<file path="src/fbsp_pkg.sv">
/*
 * Shared types and constants of the fieldbus symbol interface: symbol and
 * frame status codes, timing counts, delimiter patterns and the register map
 * of the link layer end.
 * Assumes a 200 MHz system clock; every other rate is derived from it.
 */
package fbsp_pkg;

   // ----------------------------------------------------------------------
   // Symbol and status codes
   // ----------------------------------------------------------------------
   typedef enum logic [1:0] {
      SYM_ZERO        = 2'h0,
      SYM_ONE         = 2'h1,
      sym_nondata_pos = 2'h2,
      sym_nondata_neg = 2'h3
   } fbsp_sym_t;

   typedef enum logic [1:0] {
      ST_NONE    = 2'h0,
      ST_NORMAL  = 2'h1,
      ST_ABORT   = 2'h2,
      ST_INVALID = 2'h3
   } fbsp_status_t;

   // ----------------------------------------------------------------------
   // Timing
   // ----------------------------------------------------------------------
   localparam int CLK_PERIOD_PS = 5000;
   localparam int SYM_TIME_NS   = 1000;
   localparam int SYM_CYC       = (SYM_TIME_NS * 1000) / CLK_PERIOD_PS;
   localparam int TOL_CYC       = 2;
   localparam int LOCK_GOOD     = 2;
   localparam int CARRIER_WIN   = 4;
   localparam int DELIM_LEN     = 8;
   localparam int JAB_NODE_SYMS = 8192;
   localparam int JAB_RPT_SYMS  = 16384;
   localparam int JAB_CNT_W     = 15;

   // Delimiters, oldest symbol in the top bits, two bits per symbol.
   localparam logic [15:0] SD_PATTERN = 16'h6d38;
   localparam logic [15:0] ED_PATTERN = 16'h6ee1;

   // ----------------------------------------------------------------------
   // Register map of the link layer end (byte addresses)
   // ----------------------------------------------------------------------
   localparam int          ADDR_W     = 8;
   localparam logic [7:0]  REG_CTRL   = 8'h00;
   localparam logic [7:0]  REG_STAT   = 8'h04;
   localparam logic [7:0]  REG_EVENT  = 8'h08;
   localparam logic [7:0]  REG_MASK   = 8'h0c;
   localparam logic [7:0]  REG_TXSYM  = 8'h10;
   localparam logic [7:0]  REG_RXSYM  = 8'h14;
   localparam int          CTRL_TYPE  = 0;
   localparam int          CTRL_CLEAR = 1;
   localparam logic        CTRL_TYPE_RST = 1'b1;
   localparam int          TX_FRAME   = 2;
   localparam int          EV_W       = 6;
   localparam int          EV_RXSYM   = 0;
   localparam int          EV_FSTART  = 1;
   localparam int          EV_STATUS  = 2;
   localparam int          EV_JABBER  = 3;
   localparam int          EV_TXTAKEN = 4;
   localparam int          EV_LOCKLOST = 5;
   localparam logic [5:0]  MASK_RST   = 6'h00;

endpackage : fbsp_pkg

</file>
<file path="src/fbsp_link_if.sv">
/*
 * Symbol-level connection between the physical end and the link layer end.
 * Assumes both ends run on the same clock; no clocking block is used.
 */
`timescale 1ns/1ps
interface fbsp_link_if;
   import fbsp_pkg::*;

   logic         sym_tick;
   fbsp_sym_t    rx_symbol;
   logic         rx_sym_stb;
   logic         rx_lock_ind;
   logic         frame_valid;
   logic         carrier_present_ind;
   fbsp_status_t rx_frame_status;
   logic         status_stb;
   logic         overlength_ind;
   fbsp_sym_t    tx_symbol;
   logic         tx_frame;
   logic         overlength_type_sel;
   logic         overlength_clear_req;

   modport dev (output sym_tick, rx_symbol, rx_sym_stb, rx_lock_ind, frame_valid,
                carrier_present_ind, rx_frame_status, status_stb, overlength_ind,
                input tx_symbol, tx_frame, overlength_type_sel, overlength_clear_req);
   modport dll (input sym_tick, rx_symbol, rx_sym_stb, rx_lock_ind, frame_valid,
                carrier_present_ind, rx_frame_status, status_stb, overlength_ind,
                output tx_symbol, tx_frame, overlength_type_sel, overlength_clear_req);
endinterface : fbsp_link_if

</file>
<file path="src/fbsp_phy_end.sv">
/*
 * Physical end of the symbol interface: lock, frame, carrier, status and
 * over-length detection on receive, symbol pass-through on transmit.
 * Assumes the attachment unit delivers one decoded symbol per strobe, all
 * pins synchronous to clock_in, and the link end on the interface.
 */
// The implementer's own choices: strobed register access and the register addresses.
`timescale 1ns/1ps

// Functional notes
// - Symbols are zero, one, non-data plus, non-data minus.
// - Lock rises on correctly timed arriving symbols.
// - Lock falls on silence or timing violation.
// - Lock is high before delimiter symbols appear.
// - Frame rises on locked start delimiter.
// - Frame falls on next non-data or lock loss.
// - Carrier high if seen in last four symbols.
// - Decoded symbols presented only while locked.
// - Status Normal: one delimiter, clean data, end.
// - Status Abort: second start delimiter seen.
// - Status Invalid: stray non-data after start.
// - Link sends zero when idle.
// - Link frame qualifier marks real symbols only.
// - Node type: over-length at 8192 symbols.
// - Repeater type: over-length at 16384 symbols.
// - Over-length latched until clear or reset.
// - Link raises clear only to release latch.
// - Link selects node or repeater type.
module fbsp_phy_end
   import fbsp_pkg::*;
#(
   parameter int SYM_CYC_P = fbsp_pkg::SYM_CYC,
   parameter int TOL_CYC_P = fbsp_pkg::TOL_CYC,
   parameter int JAB_NODE  = fbsp_pkg::JAB_NODE_SYMS,
   parameter int JAB_RPT   = fbsp_pkg::JAB_RPT_SYMS
) (
   input  wire logic                clock_in,
   input  wire logic                srst_in,
   fbsp_link_if.dev                 link,
   input  wire logic                mau_rx_stb_in,
   input  wire fbsp_pkg::fbsp_sym_t mau_rx_symbol_in,
   input  wire logic                mau_rx_carrier_in,
   output fbsp_pkg::fbsp_sym_t      mau_tx_symbol_out,
   output logic                     mau_tx_enable_out
);
   import fbsp_pkg::*;

   // ----------------------------------------------------------------------
   // Elaboration checks
   // ----------------------------------------------------------------------
   localparam int GAP_MAX = SYM_CYC_P + TOL_CYC_P + 1;
   localparam int GAP_W   = $clog2(GAP_MAX + 1);

   generate
      if (TOL_CYC_P >= SYM_CYC_P || SYM_CYC_P < 4) begin : g_bad_time
         $error("Symbol timing parameters cannot be served");
      end
      if (JAB_NODE < 1 || JAB_RPT < 1 || (JAB_NODE | JAB_RPT) >= (1 << JAB_CNT_W)) begin : g_bad_jab
         $error("Over-length thresholds out of counter range");
      end
   endgenerate

   typedef enum {RX_HUNT, RX_FRAME, RX_DELIM} fbsp_rx_state_t;

   // Non-data symbols carry the top code bit set.
   function automatic logic is_nondata(input fbsp_sym_t s);
      return s[1];
   endfunction : is_nondata

   // Threshold chosen by the node / repeater selection.
   function automatic logic [JAB_CNT_W-1:0] jab_limit(input logic node);
      return node ? JAB_CNT_W'(JAB_NODE) : JAB_CNT_W'(JAB_RPT);
   endfunction : jab_limit

   // ----------------------------------------------------------------------
   // Symbol time base and carrier window
   // ----------------------------------------------------------------------
   logic                       sym_tick;
   logic                       carrier_seen;
   logic [CARRIER_WIN-2:0]     carrier_hist;

   fbsp_sym_timer #(
      .DIV (SYM_CYC_P)
   ) u_timer (
      .clock_in (clock_in),
      .srst_in  (srst_in),
      .tick_out (sym_tick)
   );

   // Carrier is folded over each symbol time, then kept for four of them.
   always_ff @(posedge clock_in) begin
      if (srst_in) begin
         carrier_seen              <= 1'b0;
         carrier_hist              <= '0;
         link.carrier_present_ind  <= 1'b0;
      end else if (sym_tick) begin
         carrier_seen <= 1'b0;
         carrier_hist <= {carrier_hist[CARRIER_WIN-3:0], carrier_seen | mau_rx_carrier_in};
         link.carrier_present_ind <= (|carrier_hist) | carrier_seen | mau_rx_carrier_in;
      end else begin
         carrier_seen <= carrier_seen | mau_rx_carrier_in;
      end
   end

   // ----------------------------------------------------------------------
   // Lock: interval check between attachment unit strobes
   // ----------------------------------------------------------------------
   logic [GAP_W-1:0] gap_cnt;
   logic [1:0]       good_cnt;
   logic [1:0]       next_good_cnt;
   logic             next_lock;
   logic             interval_ok;
   logic             timed_out;
   logic             present;

   assign interval_ok = (gap_cnt >= GAP_W'(SYM_CYC_P - TOL_CYC_P))
                     && (gap_cnt <= GAP_W'(SYM_CYC_P + TOL_CYC_P));
   assign timed_out   = (gap_cnt == GAP_W'(GAP_MAX));
   // Only a symbol that arrives with lock already up is passed on, so the
   // first delimiter symbol can never precede the lock indication.
   assign present     = mau_rx_stb_in && interval_ok && link.rx_lock_ind;

   // Zero means no earlier strobe, which never passes the interval check.
   always_ff @(posedge clock_in) begin
      if (srst_in) begin
         gap_cnt <= '0;
      end else if (mau_rx_stb_in) begin
         gap_cnt <= GAP_W'(1);
      end else if (gap_cnt != '0 && !timed_out) begin
         gap_cnt <= gap_cnt + 1'b1;
      end
   end

   // Lock needs LOCK_GOOD well timed strobes in a row.
   always_comb begin
      next_good_cnt = good_cnt;
      next_lock     = link.rx_lock_ind;
      if (mau_rx_stb_in && interval_ok) begin
         if (good_cnt != 2'(LOCK_GOOD)) begin
            next_good_cnt = good_cnt + 1'b1;
         end
         next_lock = (next_good_cnt == 2'(LOCK_GOOD));
      end else if (mau_rx_stb_in || timed_out) begin
         next_good_cnt = '0;
         next_lock     = 1'b0;
      end
   end

   always_ff @(posedge clock_in) begin
      if (srst_in) begin
         good_cnt         <= '0;
         link.rx_lock_ind <= 1'b0;
      end else begin
         good_cnt         <= next_good_cnt;
         link.rx_lock_ind <= next_lock;
      end
   end

   // Presented symbol stream.
   always_ff @(posedge clock_in) begin
      if (srst_in) begin
         link.rx_symbol  <= SYM_ZERO;
         link.rx_sym_stb <= 1'b0;
      end else begin
         link.rx_sym_stb <= present;
         if (present) begin
            link.rx_symbol <= mau_rx_symbol_in;
         end
      end
   end

   // ----------------------------------------------------------------------
   // Delimiter detection and frame status
   // ----------------------------------------------------------------------
   logic [15:0]      window;
   logic [15:0]      next_window;
   logic             sd_hit;
   logic             ed_hit;
   logic [3:0]       delim_cnt;
   logic             frame_start;
   fbsp_rx_state_t   rx_state;

   assign next_window = {window[13:0], mau_rx_symbol_in};
   assign sd_hit      = present && (next_window == SD_PATTERN);
   assign ed_hit      = present && (next_window == ED_PATTERN);

   always_ff @(posedge clock_in) begin
      if (srst_in) begin
         window <= '0;
      end else if (present) begin
         window <= next_window;
      end
   end

   // A stray non-data symbol that forms no delimiter within DELIM_LEN
   // symbols is judged Invalid; a second start delimiter aborts the frame
   // and opens the next one at once.
   always_ff @(posedge clock_in) begin
      if (srst_in) begin
         rx_state             <= RX_HUNT;
         link.frame_valid     <= 1'b0;
         link.rx_frame_status <= ST_NONE;
         link.status_stb      <= 1'b0;
         delim_cnt            <= '0;
         frame_start          <= 1'b0;
      end else begin
         link.status_stb <= 1'b0;
         frame_start     <= 1'b0;
         case (rx_state)
            RX_HUNT: begin
               if (sd_hit) begin
                  rx_state             <= RX_FRAME;
                  link.frame_valid     <= 1'b1;
                  link.rx_frame_status <= ST_NONE;
                  frame_start          <= 1'b1;
               end
            end
            RX_FRAME: begin
               if (!next_lock) begin
                  rx_state             <= RX_HUNT;
                  link.frame_valid     <= 1'b0;
                  link.rx_frame_status <= ST_INVALID;
                  link.status_stb      <= 1'b1;
               end else if (present && is_nondata(fbsp_sym_t'(mau_rx_symbol_in))) begin
                  rx_state         <= RX_DELIM;
                  link.frame_valid <= 1'b0;
                  delim_cnt        <= 4'h1;
               end
            end
            RX_DELIM: begin
               if (!next_lock) begin
                  rx_state             <= RX_HUNT;
                  link.rx_frame_status <= ST_INVALID;
                  link.status_stb      <= 1'b1;
               end else if (sd_hit) begin
                  rx_state             <= RX_FRAME;
                  link.frame_valid     <= 1'b1;
                  link.rx_frame_status <= ST_ABORT;
                  link.status_stb      <= 1'b1;
                  frame_start          <= 1'b1;
               end else if (ed_hit) begin
                  rx_state             <= RX_HUNT;
                  link.rx_frame_status <= ST_NORMAL;
                  link.status_stb      <= 1'b1;
               end else if (present) begin
                  if (delim_cnt == 4'(DELIM_LEN - 1)) begin
                     rx_state             <= RX_HUNT;
                     link.rx_frame_status <= ST_INVALID;
                     link.status_stb      <= 1'b1;
                  end else begin
                     delim_cnt <= delim_cnt + 1'b1;
                  end
               end
            end
            default: begin
               rx_state         <= RX_HUNT;
               link.frame_valid <= 1'b0;
            end
         endcase
      end
   end

   // ----------------------------------------------------------------------
   // Over-length detection
   // ----------------------------------------------------------------------
   logic [JAB_CNT_W-1:0] sym_cnt;

   // The count saturates so a very long frame cannot wrap below the limit.
   always_ff @(posedge clock_in) begin
      if (srst_in || frame_start) begin
         sym_cnt <= '0;
      end else if (link.frame_valid && present && !(&sym_cnt)) begin
         sym_cnt <= sym_cnt + 1'b1;
      end
   end

   // Set wins over a clear arriving in the same cycle; reset is node init.
   always_ff @(posedge clock_in) begin
      if (srst_in) begin
         link.overlength_ind <= 1'b0;
      end else if (link.frame_valid && present
                   && sym_cnt >= jab_limit(link.overlength_type_sel) - 1'b1) begin
         link.overlength_ind <= 1'b1;
      end else if (link.overlength_clear_req) begin
         link.overlength_ind <= 1'b0;
      end
   end

   // ----------------------------------------------------------------------
   // Transmit path
   // ----------------------------------------------------------------------
   // The link end changes its symbol right after each tick it sees, so the
   // value sampled here at the next tick is always settled.
   always_ff @(posedge clock_in) begin
      if (srst_in) begin
         link.sym_tick     <= 1'b0;
         mau_tx_symbol_out <= SYM_ZERO;
         mau_tx_enable_out <= 1'b0;
      end else begin
         link.sym_tick <= sym_tick;
         if (sym_tick) begin
            mau_tx_symbol_out <= link.tx_frame ? link.tx_symbol : SYM_ZERO;
            mau_tx_enable_out <= link.tx_frame;
         end
      end
   end
endmodule : fbsp_phy_end

</file>
<file path="src/fbsp_sym_timer.sv">
/*
 * Symbol time divider: one-cycle enable pulse every DIV clock cycles.
 * Assumes a single clock and a synchronous active-high reset.
 */
`timescale 1ns/1ps
module fbsp_sym_timer #(
   parameter int DIV = 200
) (
   input  wire logic clock_in,
   input  wire logic srst_in,
   output logic      tick_out
);
   localparam int W = $clog2(DIV);

   logic [W-1:0] cnt;

   generate
      if (DIV < 4) begin : g_bad_div
         $error("DIV too small");
      end
   endgenerate

   // Free-running count; the pulse comes from a flop, one cycle wide.
   always_ff @(posedge clock_in) begin
      if (srst_in) begin
         cnt      <= '0;
         tick_out <= 1'b0;
      end else begin
         tick_out <= (cnt == W'(DIV - 1));
         cnt      <= (cnt == W'(DIV - 1)) ? '0 : cnt + 1'b1;
      end
   end
endmodule : fbsp_sym_timer

</file>
<file path="src/flat_wrapper.sv">
// flat-port wrapper written by rule: the top's interface ports become plain ports
module fbsp_phy_end_flat import fbsp_pkg::*;
#(
   parameter int SYM_CYC_P = fbsp_pkg::SYM_CYC,
   parameter int TOL_CYC_P = fbsp_pkg::TOL_CYC,
   parameter int JAB_NODE  = fbsp_pkg::JAB_NODE_SYMS,
   parameter int JAB_RPT   = fbsp_pkg::JAB_RPT_SYMS
)
  (clock_in, srst_in, mau_rx_stb_in, mau_rx_symbol_in, mau_rx_carrier_in, mau_tx_symbol_out, mau_tx_enable_out, link_sym_tick, link_rx_symbol, link_rx_sym_stb, link_rx_lock_ind, link_frame_valid, link_carrier_present_ind, link_rx_frame_status, link_status_stb, link_overlength_ind, link_tx_symbol, link_tx_frame, link_overlength_type_sel, link_overlength_clear_req);
  fbsp_link_if link_i ();
  input  wire logic clock_in;
  input  wire logic srst_in;
  input  wire logic mau_rx_stb_in;
  input  wire fbsp_pkg::fbsp_sym_t mau_rx_symbol_in;
  input  wire logic mau_rx_carrier_in;
  output fbsp_pkg::fbsp_sym_t mau_tx_symbol_out;
  output logic mau_tx_enable_out;
  output wire logic [$bits(link_i.sym_tick)-1:0] link_sym_tick;
  output wire logic [$bits(link_i.rx_symbol)-1:0] link_rx_symbol;
  output wire logic [$bits(link_i.rx_sym_stb)-1:0] link_rx_sym_stb;
  output wire logic [$bits(link_i.rx_lock_ind)-1:0] link_rx_lock_ind;
  output wire logic [$bits(link_i.frame_valid)-1:0] link_frame_valid;
  output wire logic [$bits(link_i.carrier_present_ind)-1:0] link_carrier_present_ind;
  output wire logic [$bits(link_i.rx_frame_status)-1:0] link_rx_frame_status;
  output wire logic [$bits(link_i.status_stb)-1:0] link_status_stb;
  output wire logic [$bits(link_i.overlength_ind)-1:0] link_overlength_ind;
  input wire logic [$bits(link_i.tx_symbol)-1:0] link_tx_symbol;
  input wire logic [$bits(link_i.tx_frame)-1:0] link_tx_frame;
  input wire logic [$bits(link_i.overlength_type_sel)-1:0] link_overlength_type_sel;
  input wire logic [$bits(link_i.overlength_clear_req)-1:0] link_overlength_clear_req;
  assign link_sym_tick = link_i.sym_tick;
  assign link_rx_symbol = link_i.rx_symbol;
  assign link_rx_sym_stb = link_i.rx_sym_stb;
  assign link_rx_lock_ind = link_i.rx_lock_ind;
  assign link_frame_valid = link_i.frame_valid;
  assign link_carrier_present_ind = link_i.carrier_present_ind;
  assign link_rx_frame_status = link_i.rx_frame_status;
  assign link_status_stb = link_i.status_stb;
  assign link_overlength_ind = link_i.overlength_ind;
  assign link_i.tx_symbol = link_tx_symbol;
  assign link_i.tx_frame = link_tx_frame;
  assign link_i.overlength_type_sel = link_overlength_type_sel;
  assign link_i.overlength_clear_req = link_overlength_clear_req;
  fbsp_phy_end #(.SYM_CYC_P(SYM_CYC_P), .TOL_CYC_P(TOL_CYC_P), .JAB_NODE(JAB_NODE), .JAB_RPT(JAB_RPT)) u_core (.clock_in(clock_in), .srst_in(srst_in), .link(link_i), .mau_rx_stb_in(mau_rx_stb_in), .mau_rx_symbol_in(mau_rx_symbol_in), .mau_rx_carrier_in(mau_rx_carrier_in), .mau_tx_symbol_out(mau_tx_symbol_out), .mau_tx_enable_out(mau_tx_enable_out));
endmodule
</file>
<file path="config.mk">
export PLATFORM = sky130hd
export DESIGN_NAME = fbsp_phy_end_flat
export DESIGN_NICKNAME = d
export VERILOG_FILES = /design/src/fbsp_pkg.sv /design/src/fbsp_link_if.sv /design/src/fbsp_phy_end.sv /design/src/fbsp_sym_timer.sv /design/src/flat_wrapper.sv
export SDC_FILE = /design/constraint.sdc
export NUM_CORES = 1
export LEC_CHECK = 0
export ABC_AREA = 0
export BUFFER_PORTS_ARGS = -buffer_cell sky130_fd_sc_hd__buf_2
export CORE_ASPECT_RATIO = 0.9
export CORE_MARGIN = 2
export CORE_UTILIZATION = 55
export CTS_CLUSTER_SIZE = 24
export DETAILED_ROUTE_END_ITERATION = 7
export PLACE_DENSITY = 0.74
export SYNTH_ARGS = -nofsm -noshare
export SYNTH_HDL_FRONTEND = slang
export SYNTH_HIERARCHICAL = 1
export SYNTH_SLANG_ARGS = --single-unit
</file>
<file path="constraint.sdc">
create_clock -name clock_in -period 5.65 [get_ports clock_in]
set_input_delay 0.8475 -clock clock_in [delete_from_list [all_inputs] [get_ports clock_in]]
set_output_delay 0.8475 -clock clock_in [all_outputs]
set_load 0.01 [all_outputs]
</file>
==> results.toml <==
[global_route]
grt_use_total = 0.206
grt_pass1_vias = 2498
antenna_found_initial = 0
overflow = 0
grt_max_degree = 54
grt_pass1_wl_um = 11200

[die]
start_util = 0.570
die_h_um = 79.5
rows = 27
fp.dieW_um = 87.9
num_io_pins = 25
die_area_mm2 = 0.00699
fp.coreArea_mm2 = 0.00611

[timing]
rsz0062_at_grt = "false"
slew_violations = 0
tns_ns = 0
fin_crit_sh = 0.466
max_slew_margin = 0.410
hold_violations = 0
max_freq_ghz = 0.380
finalSetupViolCount = 0
final.setup_skew_ns = 0.00617
tightest_slew_ns = 0.886
min_period_ns = 2.63
fin_ws_ns = 3.02

[critical_path]
critPathCaptureType = "flip-flop"
critical_path.startpoint_type = "flip-flop"
startpoint = "u_core/gap_cnt[1]"
reg2reg_to = "u_core/rx_state[0]"
r2r_cells = 7
critPathMaxFanout = 17
ff2ff_setup_slack_ns = 3.02
r2r-start = "u_core/gap_cnt[1]"
crit_required_ns = 5.88
critical_path_class = "reg -> reg"
cp.arrival_ns = 2.86

[finish]
antennaDiodeCount = 0
fin_nets = 416
area_growth_pct = 9.59
drive_above_1_share = 0.142

[pwr]
internal_power_uw = 726
p_sw_uw = 197
comb_power_share = 0.031
powerDensity_mw_per_mm2 = 242
irDropWorstVdd_mv = 0.228
swShare = 0.213
sequentialPowerShare = 0.551
clockPowerShare = 0.418
leakagePower_uw = 0.00149

[clock_tree]
clockRootBuffer = "clkbuf_8"
cts.sinks = 71
cts_resized = 0
clockBufferDepth = 2
cts_tree = "yes"
h-tree-depth = 3
clk_pin_slew_ns = 0.07
worstSkewPairLatency_ns = 0.34
cts_buffers = 9
cts_hold_buf = 0
postCtsSetupBuffers = 0

[place]
gp_congestion = 0.851
dp_slack_ns = 2.81
dp_hpwl_um = 4360
io_buffers = 24

[hold_path]
hold_end = "u_core/mau_tx_symbol_out[1]"
hp-start = "u_core/mau_tx_symbol_out[1]"
whs_path_depth = 2
hold_path.class = "reg -> reg"

[detailed_routing]
drc = 0
initialDrtViolationCount = 138
avgViaCountPerCell = 5.48
drtPass1Iterations = 4
wl_um = 6370
wl_per_cell_um = 13.2
vias = 2639
detail-route-antenna-nets = 0

[synth]
syn-num-nets = 399
synth_flop_cell = "dfxtp_1"
netlist_area_mm2 = 0.00348
synth_top_area_cell = "dfxtp_1"
synthCells = 375
synth_area_leaders = "dfxtp_1 (41%), mux2i_1 (6.3%), nor2_1 (6.2%), ha_1 (4.7%), xor2_1 (3.3%)"
async_flop_share = 0
synth_seq_cells = 71
postSynthAreaPerCell_um2 = 9.29
synth_cell_types = 64
seq_area_frac_synth = 0.408
synth_top_area_share = 0.408
synth_edf_count = 0
ys.warnings.count = 6

[job]
drv_cap = 0

[run_status]
status = "finished clean"
## placed cells by master (no fill, tap or decap), types with 2 or more instances in the layout
master	instances
and3_1	5
ha_1	13
nor2b_1	5
and4b_1	2
a311oi_1	2
clkbuf_8	10
a22oi_1	3
o31ai_1	2
o2bb2ai_2	2
nand2b_1	9
nand2_1	14
nor2_1	58
a21oi_1	10
nor4b_1	4
nor4_1	5
dfxtp_1	71
nor3_1	6
or3_1	2
nand3_2	2
inv_1	11
a31oi_1	3
or2_2	2
buf_2	24
nor3b_1	5
o21a_1	2
nand3_1	22
a211oi_1	3
xor2_1	13
and2_1	8
clkinvlp_4	2
nand4b_1	2
mux2i_1	22
nand4_1	10
a2111oi_4	2
xnor2_1	9
## registers in the layout, indices dropped and copies added, names as in the netlist, 2 cells and up
register	flops
u_core/window	13
u_core/delim_cnt	4
u_core/gap_cnt	8
u_core/carrier_hist	3
u_core/mau_tx_symbol_out	2
u_core/u_timer/cnt	8
u_core/rx_state	2
u_core/sym_cnt	15
u_core/link.rx_frame_status	2
u_core/good_cnt	2
## critical path, stage by stage (launching register included)
cell and delay (ns):
dfxtp_1 0.49, ha_1 0.20, o21ai_1 0.09, o2bb2ai_2 0.38
nand3_2 0.51, a22oi_1 0.33, o22ai_1 0.17, mux2_1 0.34
## worst max path at each step
stage	end	slack, ns	cells past startpoint
floorplan	u_core/rx_state[0]	3.37	6
global placement	u_core/rx_state[0]	2.90	6
detailed placement	u_core/rx_state[0]	2.81	6
CTS	u_core/rx_state[0]	3.02	7
global route	u_core/rx_state[0]	2.84	7
finish	u_core/rx_state[0]	3.02	7
## cells in the mapped netlist (all sizes together) (3+ instances only)
cell / number
dfxtp: 71
nor2: 58
nand3: 24
mux2i: 22
nand2: 14
ha: 13
xor2: 13
a21oi: 11
clkbuf: 11
inv: 11
nand4: 11
and2: 9
nand2b: 9
xnor2: 9
buf: 7
nor3: 7
and3: 5
nor2b: 5
nor3b: 5
nor4: 5
nor4b: 5
a31oi: 4
a211oi: 3
a22oi: 3
or2: 3
## metal layers
layer / wire length (um) / track usage
met1: 3180 / 0.266
met2: 2880 / 0.322
met3: 228 / 0.0724
met4: 79 / 0.0600
met5: 0 / 0
## layout make-up
class / instances / area [um2]
fill: 520 / 2300
tap: 87 / 109
timing repair buffer: 24 / 120
multi-input combinational: 275 / 1940
clock inverter: 3 / 45.0
inverter: 11 / 41.3
sequential: 71 / 1420
clock buffer: 11 / 141
## through the flow
stage | hold slack, ns | std cells | cell area [um2] | total power [uW] | util
3_3_place_gp | 0.454 | 468 | 3630 | 549 | 0.594
2_1_floorplan | 0.442 | 375 | 3480 | 540 | -
4_1_cts | 0.474 | 482 | 3820 | 937 | 0.625
5_1_grt | 0.500 | 482 | 3820 | 966 | 0.625
3_5_place_dp | 0.460 | 468 | 3630 | 549 | 0.594
6_report | 0.473 | 482 | 3820 | 923 | 0.625
## power by group through the flow
stage / Clock (uW) / Combinational, uW / Sequential (uW)
2_1_floorplan: 0 / 21.0 / 519
4_1_cts: 399 / 29.4 / 509
3_3_place_gp: 0 / 28.8 / 520
6_report: 386 / 29.0 / 509
5_1_grt: 423 / 33.3 / 509
3_5_place_dp: 0 / 29.0 / 520
## cells by family (layout without fill, tap and decap cells)
group                    count (synthesis)  after routing  synth area share
multiplexers                            24             24            0.0697
flip-flops                              71             71             0.408
adder cells (fa/ha/maj)                 13             13            0.0467
XOR/XNOR                                22             22            0.0553
AND/OR/NAND/NOR                        171            171             0.268
AO/OA/AOI/OAI                           45             45             0.118
buffers and inverters                   29             49            0.0352
Note: power is estimated with default switching activity, not from simulation.
